### src/rbt_consts.svh
`ifndef RBT_CONSTS_SVH
`define RBT_CONSTS_SVH
// ----------------------------------------------------------------------
// register offsets (byte addresses)
// ----------------------------------------------------------------------
`define RBT_OFS_CTRL 8'h00
`define RBT_OFS_STORE_A 8'h04
`define RBT_OFS_STORE_B 8'h08
`define RBT_OFS_EVENT 8'h0c
`define RBT_OFS_STATUS 8'h10
// ----------------------------------------------------------------------
// field positions and reset values
// ----------------------------------------------------------------------
`define RBT_CTRL_RESET 8'h11
`define RBT_CTRL_WIDTH 8
`define RBT_STAT_EMPTY_BIT 0
`define RBT_STAT_FULL_BIT 1
`define RBT_STAT_OVF_BIT 2
`define RBT_EVENT_VALID_BIT 31
// ----------------------------------------------------------------------
// capture record buffer shape
// ----------------------------------------------------------------------
`define RBT_FIFO_WIDTH 20
`define RBT_FIFO_DEPTH 4
`endif

### src/rbt_pkg.sv
`include "rbt_consts.svh"
package rbt_pkg;
  // one bus word, both halves
  typedef logic [15:0] rbt_word_t;
  // one bit per 8-bit half
  typedef logic [1:0] rbt_half_t;
  // per-half control, lowest bit first: output enable (low active), direction, selects
  typedef struct packed {
    logic b_to_a_source_select;
    logic a_to_b_source_select;
    logic dir;
    logic oe_n;
  } rbt_half_ctrl_t;
  typedef rbt_half_ctrl_t [1:0] rbt_ctrl_t;
  // capture record: b halves, a halves, data
  typedef logic [`RBT_FIFO_WIDTH-1:0] rbt_rec_t;

  // spreads a per-half mask over the 16 bits
  function automatic rbt_word_t rbt_expand(input rbt_half_t m);
    return {{8{m[1]}}, {8{m[0]}}};
  endfunction : rbt_expand
endpackage : rbt_pkg

### src/rbt_fifo_if.sv
`timescale 1ns/1ps
`default_nettype none
// fill and drain handshakes of the capture record buffer
interface rbt_fifo_if;
  logic push_valid;
  logic push_ready;
  rbt_pkg::rbt_rec_t push_data;
  logic pop_valid;
  logic pop_ready;
  rbt_pkg::rbt_rec_t pop_data;
  modport owner (output push_valid, output push_data, input push_ready,
                 input pop_valid, input pop_data, output pop_ready);
  modport buffer (input push_valid, input push_data, output push_ready,
                  output pop_valid, output pop_data, input pop_ready);
endinterface : rbt_fifo_if
`default_nettype wire

### src/rbt_fifo.sv
`timescale 1ns/1ps
`default_nettype none
`include "rbt_consts.svh"
module rbt_fifo #(
  parameter int WIDTH = `RBT_FIFO_WIDTH,
  parameter int DEPTH = `RBT_FIFO_DEPTH
) (
  input wire logic clk_sys, // system clock
  input wire logic rst_n,   // async reset, low active
  rbt_fifo_if.buffer fif    // fill and drain ports
);
  import rbt_pkg::*;
  localparam int AW = $clog2(DEPTH);
  logic [WIDTH-1:0] mem [DEPTH];
  logic [AW-1:0] wr_reg, wr_next, rd_reg, rd_next;
  logic [AW:0] cnt_reg, cnt_next;
  logic do_push, do_pop;

  // ----------------------------------------------------------------------
  // handshakes and pointer update
  // ----------------------------------------------------------------------
  assign fif.push_ready = (cnt_reg != (AW+1)'(DEPTH));
  assign fif.pop_valid = (cnt_reg != '0);
  assign fif.pop_data = mem[rd_reg];
  assign do_push = fif.push_valid & fif.push_ready;
  assign do_pop = fif.pop_valid & fif.pop_ready;

  // next pointers and fill count
  always_comb begin
    wr_next = wr_reg;
    rd_next = rd_reg;
    cnt_next = cnt_reg;
    if (do_push) wr_next = (wr_reg == AW'(DEPTH - 1)) ? '0 : wr_reg + 1'b1;
    if (do_pop) rd_next = (rd_reg == AW'(DEPTH - 1)) ? '0 : rd_reg + 1'b1;
    if (do_push & ~do_pop) cnt_next = cnt_reg + 1'b1;
    else if (do_pop & ~do_push) cnt_next = cnt_reg - 1'b1;
  end

  // pointer registers
  always_ff @(posedge clk_sys or negedge rst_n) begin
    if (!rst_n) begin
      wr_reg <= '0;
      rd_reg <= '0;
      cnt_reg <= '0;
    end else begin
      wr_reg <= wr_next;
      rd_reg <= rd_next;
      cnt_reg <= cnt_next;
    end
  end

  // storage, written only on an accepted push
  always_ff @(posedge clk_sys) begin
    if (do_push) mem[wr_reg] <= fif.push_data;
  end
endmodule : rbt_fifo
`default_nettype wire

### src/rbt_top.sv
`timescale 1ns/1ps
`default_nettype none
`include "rbt_consts.svh"
module rbt_top (
  input wire logic clk_sys,                        // system clock, 25 MHz
  input wire logic rst_n,                          // async reset, low active
  input wire rbt_pkg::rbt_word_t bus_a_in,         // bus A pin level
  output var rbt_pkg::rbt_word_t bus_a_out,        // bus A drive value
  output var rbt_pkg::rbt_word_t bus_a_oe_n,       // bus A drive, low = driving
  input wire rbt_pkg::rbt_word_t bus_b_in,         // bus B pin level
  output var rbt_pkg::rbt_word_t bus_b_out,        // bus B drive value
  output var rbt_pkg::rbt_word_t bus_b_oe_n,       // bus B drive, low = driving
  input wire rbt_pkg::rbt_half_t a_to_b_capture_clock, // per-half A store clock
  input wire rbt_pkg::rbt_half_t b_to_a_capture_clock, // per-half B store clock
  input wire logic psel,                           // apb select
  input wire logic penable,                        // apb access phase
  input wire logic pwrite,                         // apb write
  input wire logic [7:0] paddr,                    // apb byte address
  input wire logic [31:0] pwdata,                  // apb write data
  output logic [31:0] prdata,                      // apb read data
  output logic pready,                             // apb ready
  output logic pslverr                             // apb error
);
  import rbt_pkg::*;

  // ----------------------------------------------------------------------
  // declarations
  // ----------------------------------------------------------------------
  rbt_word_t a_meta_reg, a_sync_reg, b_meta_reg, b_sync_reg;
  rbt_half_t cab_meta_reg, cab_sync_reg, cab_last_reg;
  rbt_half_t cba_meta_reg, cba_sync_reg, cba_last_reg;
  rbt_half_t ab_edge, ba_edge;
  rbt_word_t store_a_reg, store_a_next, store_b_reg, store_b_next;
  rbt_word_t a_out_reg, a_out_next, b_out_reg, b_out_next;
  rbt_word_t a_oe_n_reg, a_oe_n_next, b_oe_n_reg, b_oe_n_next;
  rbt_ctrl_t ctrl_reg, ctrl_next;
  logic ovf_reg, ovf_next;
  logic [31:0] rdata_reg, rdata_next;
  logic err_reg, err_next;
  logic setup, access_rd, access_wr;
  rbt_fifo_if fif ();

  // ----------------------------------------------------------------------
  // pin sampling: two stages before any logic
  // ----------------------------------------------------------------------
  always_ff @(posedge clk_sys or negedge rst_n) begin
    if (!rst_n) begin
      a_meta_reg <= 16'h0000;
      a_sync_reg <= 16'h0000;
      b_meta_reg <= 16'h0000;
      b_sync_reg <= 16'h0000;
      cab_meta_reg <= 2'h0;
      cab_sync_reg <= 2'h0;
      cab_last_reg <= 2'h0;
      cba_meta_reg <= 2'h0;
      cba_sync_reg <= 2'h0;
      cba_last_reg <= 2'h0;
    end else begin
      a_meta_reg <= bus_a_in;
      a_sync_reg <= a_meta_reg;
      b_meta_reg <= bus_b_in;
      b_sync_reg <= b_meta_reg;
      cab_meta_reg <= a_to_b_capture_clock;
      cab_sync_reg <= cab_meta_reg;
      cab_last_reg <= cab_sync_reg;
      cba_meta_reg <= b_to_a_capture_clock;
      cba_sync_reg <= cba_meta_reg;
      cba_last_reg <= cba_sync_reg;
    end
  end

  // rising edges of the capture clocks, one pulse per edge and half
  assign ab_edge = cab_sync_reg & ~cab_last_reg;
  assign ba_edge = cba_sync_reg & ~cba_last_reg;

  // ----------------------------------------------------------------------
  // capture registers
  // ----------------------------------------------------------------------
  // storage ignores enable and direction, so isolation still captures
  always_comb begin
    store_a_next = (store_a_reg & ~rbt_expand(ab_edge)) | (a_sync_reg & rbt_expand(ab_edge));
    store_b_next = (store_b_reg & ~rbt_expand(ba_edge)) | (b_sync_reg & rbt_expand(ba_edge));
  end

  // a half whose clock holds still keeps its word
  always_ff @(posedge clk_sys or negedge rst_n) begin
    if (!rst_n) begin
      store_a_reg <= 16'h0000;
      store_b_reg <= 16'h0000;
    end else begin
      store_a_reg <= store_a_next;
      store_b_reg <= store_b_next;
    end
  end

  // ----------------------------------------------------------------------
  // output steering, per half
  // ----------------------------------------------------------------------
  // one direction bit picks the single bus a half may drive; registered
  // mux outputs change once per clock, so a select switch never glitches
  always_comb begin
    a_out_next = a_out_reg;
    b_out_next = b_out_reg;
    a_oe_n_next = 16'hffff;
    b_oe_n_next = 16'hffff;
    for (int h = 0; h < 2; h++) begin
      a_out_next[h*8 +: 8] = ctrl_reg[h].b_to_a_source_select ?
                             store_b_reg[h*8 +: 8] : b_sync_reg[h*8 +: 8];
      b_out_next[h*8 +: 8] = ctrl_reg[h].a_to_b_source_select ?
                             store_a_reg[h*8 +: 8] : a_sync_reg[h*8 +: 8];
      if (!ctrl_reg[h].oe_n) begin
        if (ctrl_reg[h].dir) b_oe_n_next[h*8 +: 8] = 8'h00;
        else a_oe_n_next[h*8 +: 8] = 8'h00;
      end
    end
  end

  // drive registers, released at reset
  always_ff @(posedge clk_sys or negedge rst_n) begin
    if (!rst_n) begin
      a_out_reg <= 16'h0000;
      b_out_reg <= 16'h0000;
      a_oe_n_reg <= 16'hffff;
      b_oe_n_reg <= 16'hffff;
    end else begin
      a_out_reg <= a_out_next;
      b_out_reg <= b_out_next;
      a_oe_n_reg <= a_oe_n_next;
      b_oe_n_reg <= b_oe_n_next;
    end
  end

  assign bus_a_out = a_out_reg;
  assign bus_b_out = b_out_reg;
  assign bus_a_oe_n = a_oe_n_reg;
  assign bus_b_oe_n = b_oe_n_reg;

  // ----------------------------------------------------------------------
  // capture record buffer
  // ----------------------------------------------------------------------
  // one record per cycle with any store; data is the A word when A stored
  assign fif.push_valid = |{ab_edge, ba_edge};
  assign fif.push_data = {ba_edge, ab_edge, (|ab_edge) ? a_sync_reg : b_sync_reg};

  rbt_fifo #(
    .WIDTH(`RBT_FIFO_WIDTH),
    .DEPTH(`RBT_FIFO_DEPTH)
  ) u_fifo (
    .clk_sys(clk_sys),
    .rst_n(rst_n),
    .fif(fif.buffer)
  );

  // ----------------------------------------------------------------------
  // apb slave, zero wait states
  // ----------------------------------------------------------------------
  assign setup = psel & ~penable;
  assign access_rd = psel & penable & ~pwrite;
  assign access_wr = psel & penable & pwrite;
  // reading the event word takes the head record out of the buffer
  assign fif.pop_ready = access_rd & (paddr == `RBT_OFS_EVENT);

  // read data and error prepared in the setup cycle
  always_comb begin
    rdata_next = rdata_reg;
    err_next = err_reg;
    ctrl_next = ctrl_reg;
    ovf_next = ovf_reg;
    if (setup) begin
      rdata_next = 32'h0000_0000;
      err_next = 1'b0;
      unique case (paddr)
        `RBT_OFS_CTRL: rdata_next[`RBT_CTRL_WIDTH-1:0] = ctrl_reg;
        `RBT_OFS_STORE_A: rdata_next[15:0] = store_a_reg;
        `RBT_OFS_STORE_B: rdata_next[15:0] = store_b_reg;
        `RBT_OFS_EVENT: begin
          rdata_next[`RBT_EVENT_VALID_BIT] = fif.pop_valid;
          rdata_next[`RBT_FIFO_WIDTH-1:0] = fif.pop_valid ? fif.pop_data : '0;
        end
        `RBT_OFS_STATUS: begin
          rdata_next[`RBT_STAT_EMPTY_BIT] = ~fif.pop_valid;
          rdata_next[`RBT_STAT_FULL_BIT] = ~fif.push_ready;
          rdata_next[`RBT_STAT_OVF_BIT] = ovf_reg;
        end
        default: err_next = 1'b1;
      endcase
    end
    if (access_wr && paddr == `RBT_OFS_CTRL) ctrl_next = pwdata[`RBT_CTRL_WIDTH-1:0];
    if (access_wr && paddr == `RBT_OFS_STATUS && pwdata[`RBT_STAT_OVF_BIT]) ovf_next = 1'b0;
    // a lost record in the same cycle as the clear keeps the flag set
    if (fif.push_valid & ~fif.push_ready) ovf_next = 1'b1;
  end

  // bus-side registers
  always_ff @(posedge clk_sys or negedge rst_n) begin
    if (!rst_n) begin
      rdata_reg <= 32'h0000_0000;
      err_reg <= 1'b0;
      ctrl_reg <= `RBT_CTRL_RESET;
      ovf_reg <= 1'b0;
    end else begin
      rdata_reg <= rdata_next;
      err_reg <= err_next;
      ctrl_reg <= ctrl_next;
      ovf_reg <= ovf_next;
    end
  end

  assign pready = 1'b1;
  assign prdata = rdata_reg;
  assign pslverr = psel & penable & err_reg;
endmodule : rbt_top
`default_nettype wire

### config.mk
export PLATFORM = sky130hd
export DESIGN_NAME = rbt_top
export DESIGN_NICKNAME = d
export VERILOG_FILES = /design/src/rbt_pkg.sv /design/src/rbt_fifo_if.sv /design/src/rbt_fifo.sv /design/src/rbt_top.sv
export VERILOG_INCLUDE_DIRS = /design/src
export SDC_FILE = /design/constraint.sdc
export NUM_CORES = 1
export LEC_CHECK = 0
export BUFFER_PORTS_ARGS = -buffer_cell sky130_fd_sc_hd__buf_4
export CAP_MARGIN = 10
export CORE_MARGIN = 4
export CORE_UTILIZATION = 40
export CTS_CLUSTER_DIAMETER = 40
export DETAILED_ROUTE_END_ITERATION = 12
export PLACE_DENSITY = 0.7
export SYNTH_ARGS = -nofsm -noshare
export SYNTH_HDL_FRONTEND = slang
export SYNTH_SLANG_ARGS = --single-unit
export TNS_END_PERCENT = 20
### constraint.sdc
create_clock -name clk_sys -period 4.4 [get_ports clk_sys]
set_input_delay 0.22 -clock clk_sys [delete_from_list [all_inputs] [get_ports clk_sys]]
set_output_delay 0.22 -clock clk_sys [all_outputs]
set_load 0.05 [all_outputs]
==> results of run 1 <==
Yosys cell counts (9+ instances only):
library cell / n
dfrtp_1: 176
mux2_2: 76
nand2_1: 46
a21oi_1: 12
buf_4: 40
a221o_1: 9
mux4_2: 20
nor2b_1: 13
clkbuf_1: 12
nor2_1: 22
buf_2: 9
edfxtp_1: 80
final cells by class:
type / count / area share
Multi-Input combinational cell: 291 / 0.204
Inverter: 7 / 0.00209
Tap cell: 324 / 0.0323
Timing Repair Buffer: 194 / 0.127
Clock buffer: 35 / 0.0630
Sequential cell: 262 / 0.554
Clock inverter: 22 / 0.0181
cell families (layout without fill, tap and decap cells):
| family | Yosys count | count (layout) | share of synthesized area |
|---|---|---|---|
| DFF | 262 | 262 | 0.702 |
| muxes | 112 | 112 | 0.152 |
| and+or+nand+nor | 111 | 111 | 0.0550 |
| buffers and inverters | 70 | 258 | 0.0435 |
| AOI/OAI and AO/OA | 46 | 46 | 0.0341 |
| adders and majority gates | 7 | 7 | 0.00959 |
| xor gates and xnor gates | 3 | 3 | 0.00265 |
| other | 2 | 12 | 0.000757 |
what timing repair did:
action                                 4_1_cts  5_1_grt
buffers inserted                             0        0
endpoints found under the hold margin      117        0
hold buffers                                46        0
final timing paths:
| kind | from | endpoint | slack [ns] | cells after the start |
|---|---|---|---|---|
| max in group asynchronous | rst_n | bus_a_out[1]$_DFF_PN0_ | 3.15 | 3 |
| setup reg to reg | cab_last_reg[1]$_DFF_PN0_ | u_fifo.mem[0][9]$_DFFE_PP_ | 1.60 | 5 |
| hold / removal | pwrite | ovf_reg$_DFFE_PN0P_ | 0.06 | 4 |
| hold reg to reg | cba_meta_reg[1]$_DFF_PN0_ | cba_sync_reg[1]$_DFF_PN0_ | 0.34 | 0 |
| setup / recovery | cab_last_reg[1]$_DFF_PN0_ | u_fifo.mem[0][9]$_DFFE_PP_ | 1.60 | 5 |
| min in group asynchronous | rst_n | b_meta_reg[12]$_DFF_PN0_ | 0.25 | 2 |
metrics by stage:
step	worst slack (ns)	utilization	instance area, sq um	power [mW]
2_1_floorplan	1.95	-	9950	3.55
3_3_place_gp	1.60	0.456	11100	3.80
3_5_place_dp	1.58	0.456	11100	3.84
4_1_cts	1.56	0.516	12600	6.37
5_1_grt	1.37	0.516	12600	6.60
6_report	1.60	0.516	12600	6.30
metal layers:
metal	GRT usage	share of wire
met5	0	0
met4	0.0401	0.016
met3	0.0290	0.075
met2	0.249	0.49
met1	0.211	0.41
power groups by stage:
stage	Combinational, mW	Clock, mW	Sequential, mW
after floorplan	0.464	0	3.08
after global placement	0.754	0	3.05
after detailed placement	0.766	0	3.07
after CTS	0.801	2.55	3.02
after global routing	0.865	2.68	3.06
final	0.788	2.49	3.02
critical path, stage by stage (launching register included):
cell	delay (ns)
dfrtp_1	0.35
nand2b_1	0.34
inv_2	0.34
nor2_2	0.08
a32oi_2	0.36
and2_1	0.93
layout by cell type, fill, tap and decap left out, types with 13 or more instances in the layout:
cell / count
dfrtp_1: 176
buf_4: 146
edfxtp_1: 80
mux2_2: 76
nand2_1: 46
dlygate4sd3_1: 46
clkbuf_16: 31
nor2_1: 22
mux4_2: 20
nor2b_1: 13
==> summary.md, run 1 <==
| Metric | Value |
|---|---|
| Status | `completed` |
| Critical Path Start Type | `register` |
| CTS root buffer | `clkbuf_16` |
| Routed Antenna Nets | `0` |
| CP endpoint kind | `register` |
| Antenna violations before repair | `0` |
| Number of global-route vias before repair | `5731` |
| Leakage | `5.31 nW` |
| Seq/Total Area, Yosys | `0.702` |
| DPL Wire Length | `13200 um` |
| Post-synth EDFFs | `80` |
| Post-CTS Resized | `0` |
| Post-route DRC violation count | `0` |
| Netlist cell types | `48` |
| WP data arrival | `2.95 ns` |
| Clock sink count | `262` |
| Fin Hold WS | `0.0640 ns` |
| WL/cell | `18.3 um` |
| Largest net degree at the start of global routing | `111` |
| Fillers | `2013` |
| DIE WIDTH | `165 um` |
| Final Hold Violating Endpoints | `0` |
| Multi-input gate area | `2560 sq um` |
| Setup Viol. Count Final | `0` |
| Worst slew pin tran | `1.11 ns` |
| Critical path class | `register to register` |
| Global-route wire length before repair | `32300 um` |
| Htree depth | `1` |
| CTS tree | `built` |
| Dominant cell type by area after synthesis | `dfrtp_1` |
| Layout cells sized above 1 | `0.392` |
| Final worst-path cycle share | `0.637` |
| Via Count | `5459` |
| Total net switching power | `1.62 mW` |
| Core footprint | `24300 sq um` |
| Placer congestion estimate | `0.748` |
| # port buffers | `142` |
| Clock power frac | `0.395` |
| Clk pin slew, worst setup/hold paths | `0.06 ns` |
| ANT cells | `0` |
| Area Growth Syn to Fin | `26.7%` |
| CP required | `4.55 ns` |
| Starting density of the core | `0.408` |
| Power per cell area | `502 nW/um^2` |
| Warnings from Yosys | `0` |
| Synth top area share | `0.444` |
| Final Skew | `0.0124 ns` |
| CTS Buf Count | `31` |
| Number of iterations in the first detailed-routing pass | `4` |
| Vias/cell | `4.81` |
| CP max FO | `20` |
| Clock buffer depth | `3` |
| Gr ovfl total | `0` |
| Commonest register cell after synthesis | `dfrtp_1` |
| Die Height | `165 um` |
| HP Class | `input port to register` |
| Final min period | `2.80 ns` |
| Count of pins over their slew limit | `0` |
| DRT iter0 DRCs | `349` |
| Nets | `875` |
| IO Pins | `179` |
| Switching Fraction | `0.257` |
| RSZ-0062 raised after global routing | `no` |
| Synth Cell Area | `9910 sq um` |
| WL final | `20800 um` |
| Combinational share of power | `0.125` |
| FP Rows | `57` |
| Post-Syn Instances | `613` |
| Clock latency on the worst-skew pair | `0.53 ns` |
| Total GRT Usage | `0.152` |
| Sum of negative setup slack | `0 ns` |
| Final cell count without fillers | `1135` |
| Post-synth ARST share | `0.695` |
| Pint | `4.68 mW` |
| FF+latch count, synth | `262` |
| Worst vdd ir | `0.279 mV` |
| Seq pwr share | `0.480` |
| Fmax | `0.357 GHz` |
| Area contributors post-synth | `dfrtp_1 44%, edfxtp_1 24%, mux2_2 8.6%` |
| Syn avg cell area | `16.2 sq um` |
| Inst Count DP | `1032` |
| Max_cap viols | `0` |
| Register Area | `6960 sq um` |
| Rel. slew slack | `0.262` |
| Die area | `27400 sq um` |
Power figures use the tool's default switching activity.
==> inputs of run 2 (changes only) <==
- PLACE_DENSITY: 0.7 -> 0.73
- clock period: 4.4 -> 2.4 ns (I/O delays scaled with it)
==> run 2 against run 1 <==
Sequential power increased by 83%; power increased by 88%; register-to-register slack got worse by 1.5 ns; critical path depth increased by 4; hold slack got worse by 0.011 ns; sequential cell count unchanged; first-iteration DRC count decreased by 16%; die area unchanged.
==> summary.md, run 2 (synthesized netlist as in run 1, its figures left out) <==
| Metric | Value |
|---|---|
| CP required | `2.86 ns (was 4.55 ns)` |
| HP Class | `input port to register (unchanged)` |
| Critical path's most frequent cell | `xor2_1` |
| Max incr delay on CP | `0.45 ns (was 0.93 ns)` |
| DRT iter0 DRCs | `293 (was 349)` |
| Core footprint | `24300 sq um (unchanged)` |
| ANT cells | `0 (unchanged)` |
| # Post-CTS Setup Buffers | `0 (unchanged)` |
| IO Pins | `179 (unchanged)` |
| Commonest non-fill, non-tap cell in the layout | `dfrtp_1 (unchanged)` |
| Setup Viol. Count Final | `0 (unchanged)` |
| RSZ-0062 raised after global routing | `yes (was no)` |
| WL final | `21500 um (was 20800 um)` |
| Layout cells sized above 1 | `0.412 (was 0.392)` |
| Max_cap viols | `0 (unchanged)` |
| Delay-heaviest family, CP | `adder cells (was simple AND/OR/NAND/NOR gates)` |
| Clk pin slew, worst setup/hold paths | `0.06 ns (about the same)` |
| Nets | `898 (was 875)` |
| Critical path class | `register to register (unchanged)` |
| Hold path depth | `5 (was 4)` |
| WL/cell | `18.5 um (was 18.3 um)` |
| Final min period | `2.32 ns (was 2.80 ns)` |
| Via Count | `5607 (was 5459)` |
| Largest net degree at the start of global routing | `70 (was 111)` |
| Multi-input gate area | `2590 sq um (was 2560 sq um)` |
| Rel. slew slack | `0.334 (was 0.262)` |
| Fillers | `1942 (was 2013)` |
| Vias/cell | `4.84 (was 4.81)` |
| Fmax | `0.430 GHz (was 0.357 GHz)` |
| Count of pins over their slew limit | `0 (unchanged)` |
| Critical Path Start Type | `register (unchanged)` |
| CP cell instances | `o311a_4 -> and3_1 -> nand4b_1 -> ha_2 -> inv_1 -> fa_1 -> xor2_1 -> nor2_1 -> xor2_1 (was nand2b_1 -> inv_2 -> nor2_2 -> a32oi_2 -> and2_1)` |
| Commonest cells after routing, fill and taps aside | `175 x dfrtp_1, 160 x buf_4, 80 x edfxtp_1 (was 176 x dfrtp_1, 146 x buf_4, 80 x edfxtp_1)` |
| Crit path depth | `9 (was 5)` |
| Clock buffer depth | `3 (unchanged)` |
| FP Rows | `57 (unchanged)` |
| Post-route DRC violation count | `0 (unchanged)` |
| CTS Buf Count | `31 (unchanged)` |
| Global-route wire length before repair | `33200 um (was 32300 um)` |
| Final Hold Violating Endpoints | `0 (unchanged)` |
| DIE WIDTH | `165 um (unchanged)` |
| Slowest CP cell | `dfrtp_2 (was and2_1)` |
| Number of global-route vias before repair | `5907 (was 5731)` |
| Register Area | `6970 sq um (was 6960 sq um)` |
| CP endpoint kind | `register (unchanged)` |
| CP max FO | `5 (was 20)` |
| R2r setup slk | `0.08 ns (was 1.60 ns)` |
| Final worst-path cycle share | `0.968 (was 0.637)` |
| Starting density of the core | `0.408 (unchanged)` |
| Final Skew | `0.0243 ns (was 0.0124 ns)` |
| Leakage | `5.46 nW (was 5.31 nW)` |
| Worst reg2reg path depth | `9 (was 5)` |
| Number of iterations in the first detailed-routing pass | `4 (unchanged)` |
| Status | `completed (unchanged)` |
| Worst slew pin tran | `0.999 ns (was 1.11 ns)` |
| Antenna violations before repair | `0 (unchanged)` |
| Die Height | `165 um (unchanged)` |
| Inst Count DP | `1048 (was 1032)` |
| Final cell count without fillers | `1159 (was 1135)` |
| Clock latency on the worst-skew pair | `0.55 ns (was 0.53 ns)` |
| Fin Hold WS | `0.0531 ns (was 0.0640 ns)` |
| Gr ovfl total | `0 (unchanged)` |
| WP data arrival | `2.78 ns (was 2.95 ns)` |
| DPL Wire Length | `13800 um (was 13200 um)` |
| # port buffers | `142 (unchanged)` |
| Routed Antenna Nets | `0 (unchanged)` |
| Htree depth | `1 (unchanged)` |
| Placer congestion estimate | `0.772 (was 0.748)` |
| CTS tree | `built (unchanged)` |
| Total GRT Usage | `0.158 (was 0.152)` |
| Clock sink count | `262 (unchanged)` |
| Worst path bufs/invs | `1 (unchanged)` |
| Worst vdd ir | `0.559 mV (was 0.279 mV)` |
| Power per cell area | `922 nW/um^2 (was 502 nW/um^2)` |
| CTS root buffer | `clkbuf_16 (unchanged)` |
| Die area | `27400 sq um (unchanged)` |
| Area Growth Syn to Fin | `29.8% (was 26.7%)` |
[run 2: repair_timing]
action                     in CTS  in global routing
hold endpoints to repair      125                  0
setup endpoints to repair       0                 67
resized for setup               0                  5
hold buffers                   53                  0
[run 2: routing by layer]
metal  vias to the layer above  wire, um  global-route usage
met5                         -         0                   0
met4                         0       527              0.0510
met3                        43      1540              0.0395
met2                       169     10400               0.259
met1                      2836      8990               0.209
li1                       2559         -                   -
[run 2: worst min-delay path: cells and delay by family]
| kind | cells | cell delay (ns) |
|---|---|---|
| buf+inv | 2 | 0.28 |
| simple gates | 3 | 0.17 |
[run 2: area by class of cell]
class | instances | share of cell area
multi-input combinational | 291 | 0.201
clock buffer | 36 | 0.0625
clock inverter | 22 | 0.0216
timing repair buffer | 217 | 0.140
tap | 324 | 0.0315
sequential | 262 | 0.541
inverter | 7 | 0.00204
[run 2: final timing paths]
| check | from | to |
|---|---|---|
| max in group asynchronous | rst_n | bus_a_oe_n[14]$_DFF_PN1_ |
| min in group asynchronous | rst_n | b_sync_reg[11]$_DFF_PN0_ |
| min reg2reg | b_meta_reg[11]$_DFF_PN0_ | b_sync_reg[11]$_DFF_PN0_ |
| min | penable | prdata[31]$_DFFE_PN0P_ |
| max | u_fifo.cnt_reg[0]$_DFFE_PN0P_ | u_fifo.cnt_reg[2]$_DFFE_PN0P_ |
| max reg2reg | u_fifo.cnt_reg[0]$_DFFE_PN0P_ | u_fifo.cnt_reg[2]$_DFFE_PN0P_ |
[run 2: report_power, final]
group | internal [mW] | leakage, nW | total [mW] | switching (mW)
sequential | 5.28 | 2.92 | 5.52 | 0.240
combinational | 0.646 | 2.03 | 1.57 | 0.925
clock | 2.89 | 0.514 | 4.78 | 1.89
[run 2: metrics by stage]
stage | setup TNS [ns] | setup slack (ns) | cell area [sq um] | power [mW] | util
6_report | 0 | 0.0762 | 12900 | 11.9 | 0.529
5_1_grt | -0.0341 | -0.0282 | 12900 | 12.4 | 0.529
4_1_cts | 0 | 0.0266 | 12900 | 12.0 | 0.528
3_5_place_dp | 0 | 0.0672 | 11200 | 7.11 | 0.462
3_3_place_gp | 0 | 0.115 | 11200 | 7.04 | 0.462
2_1_floorplan | 0 | 0.00143 | 9960 | 6.51 | -
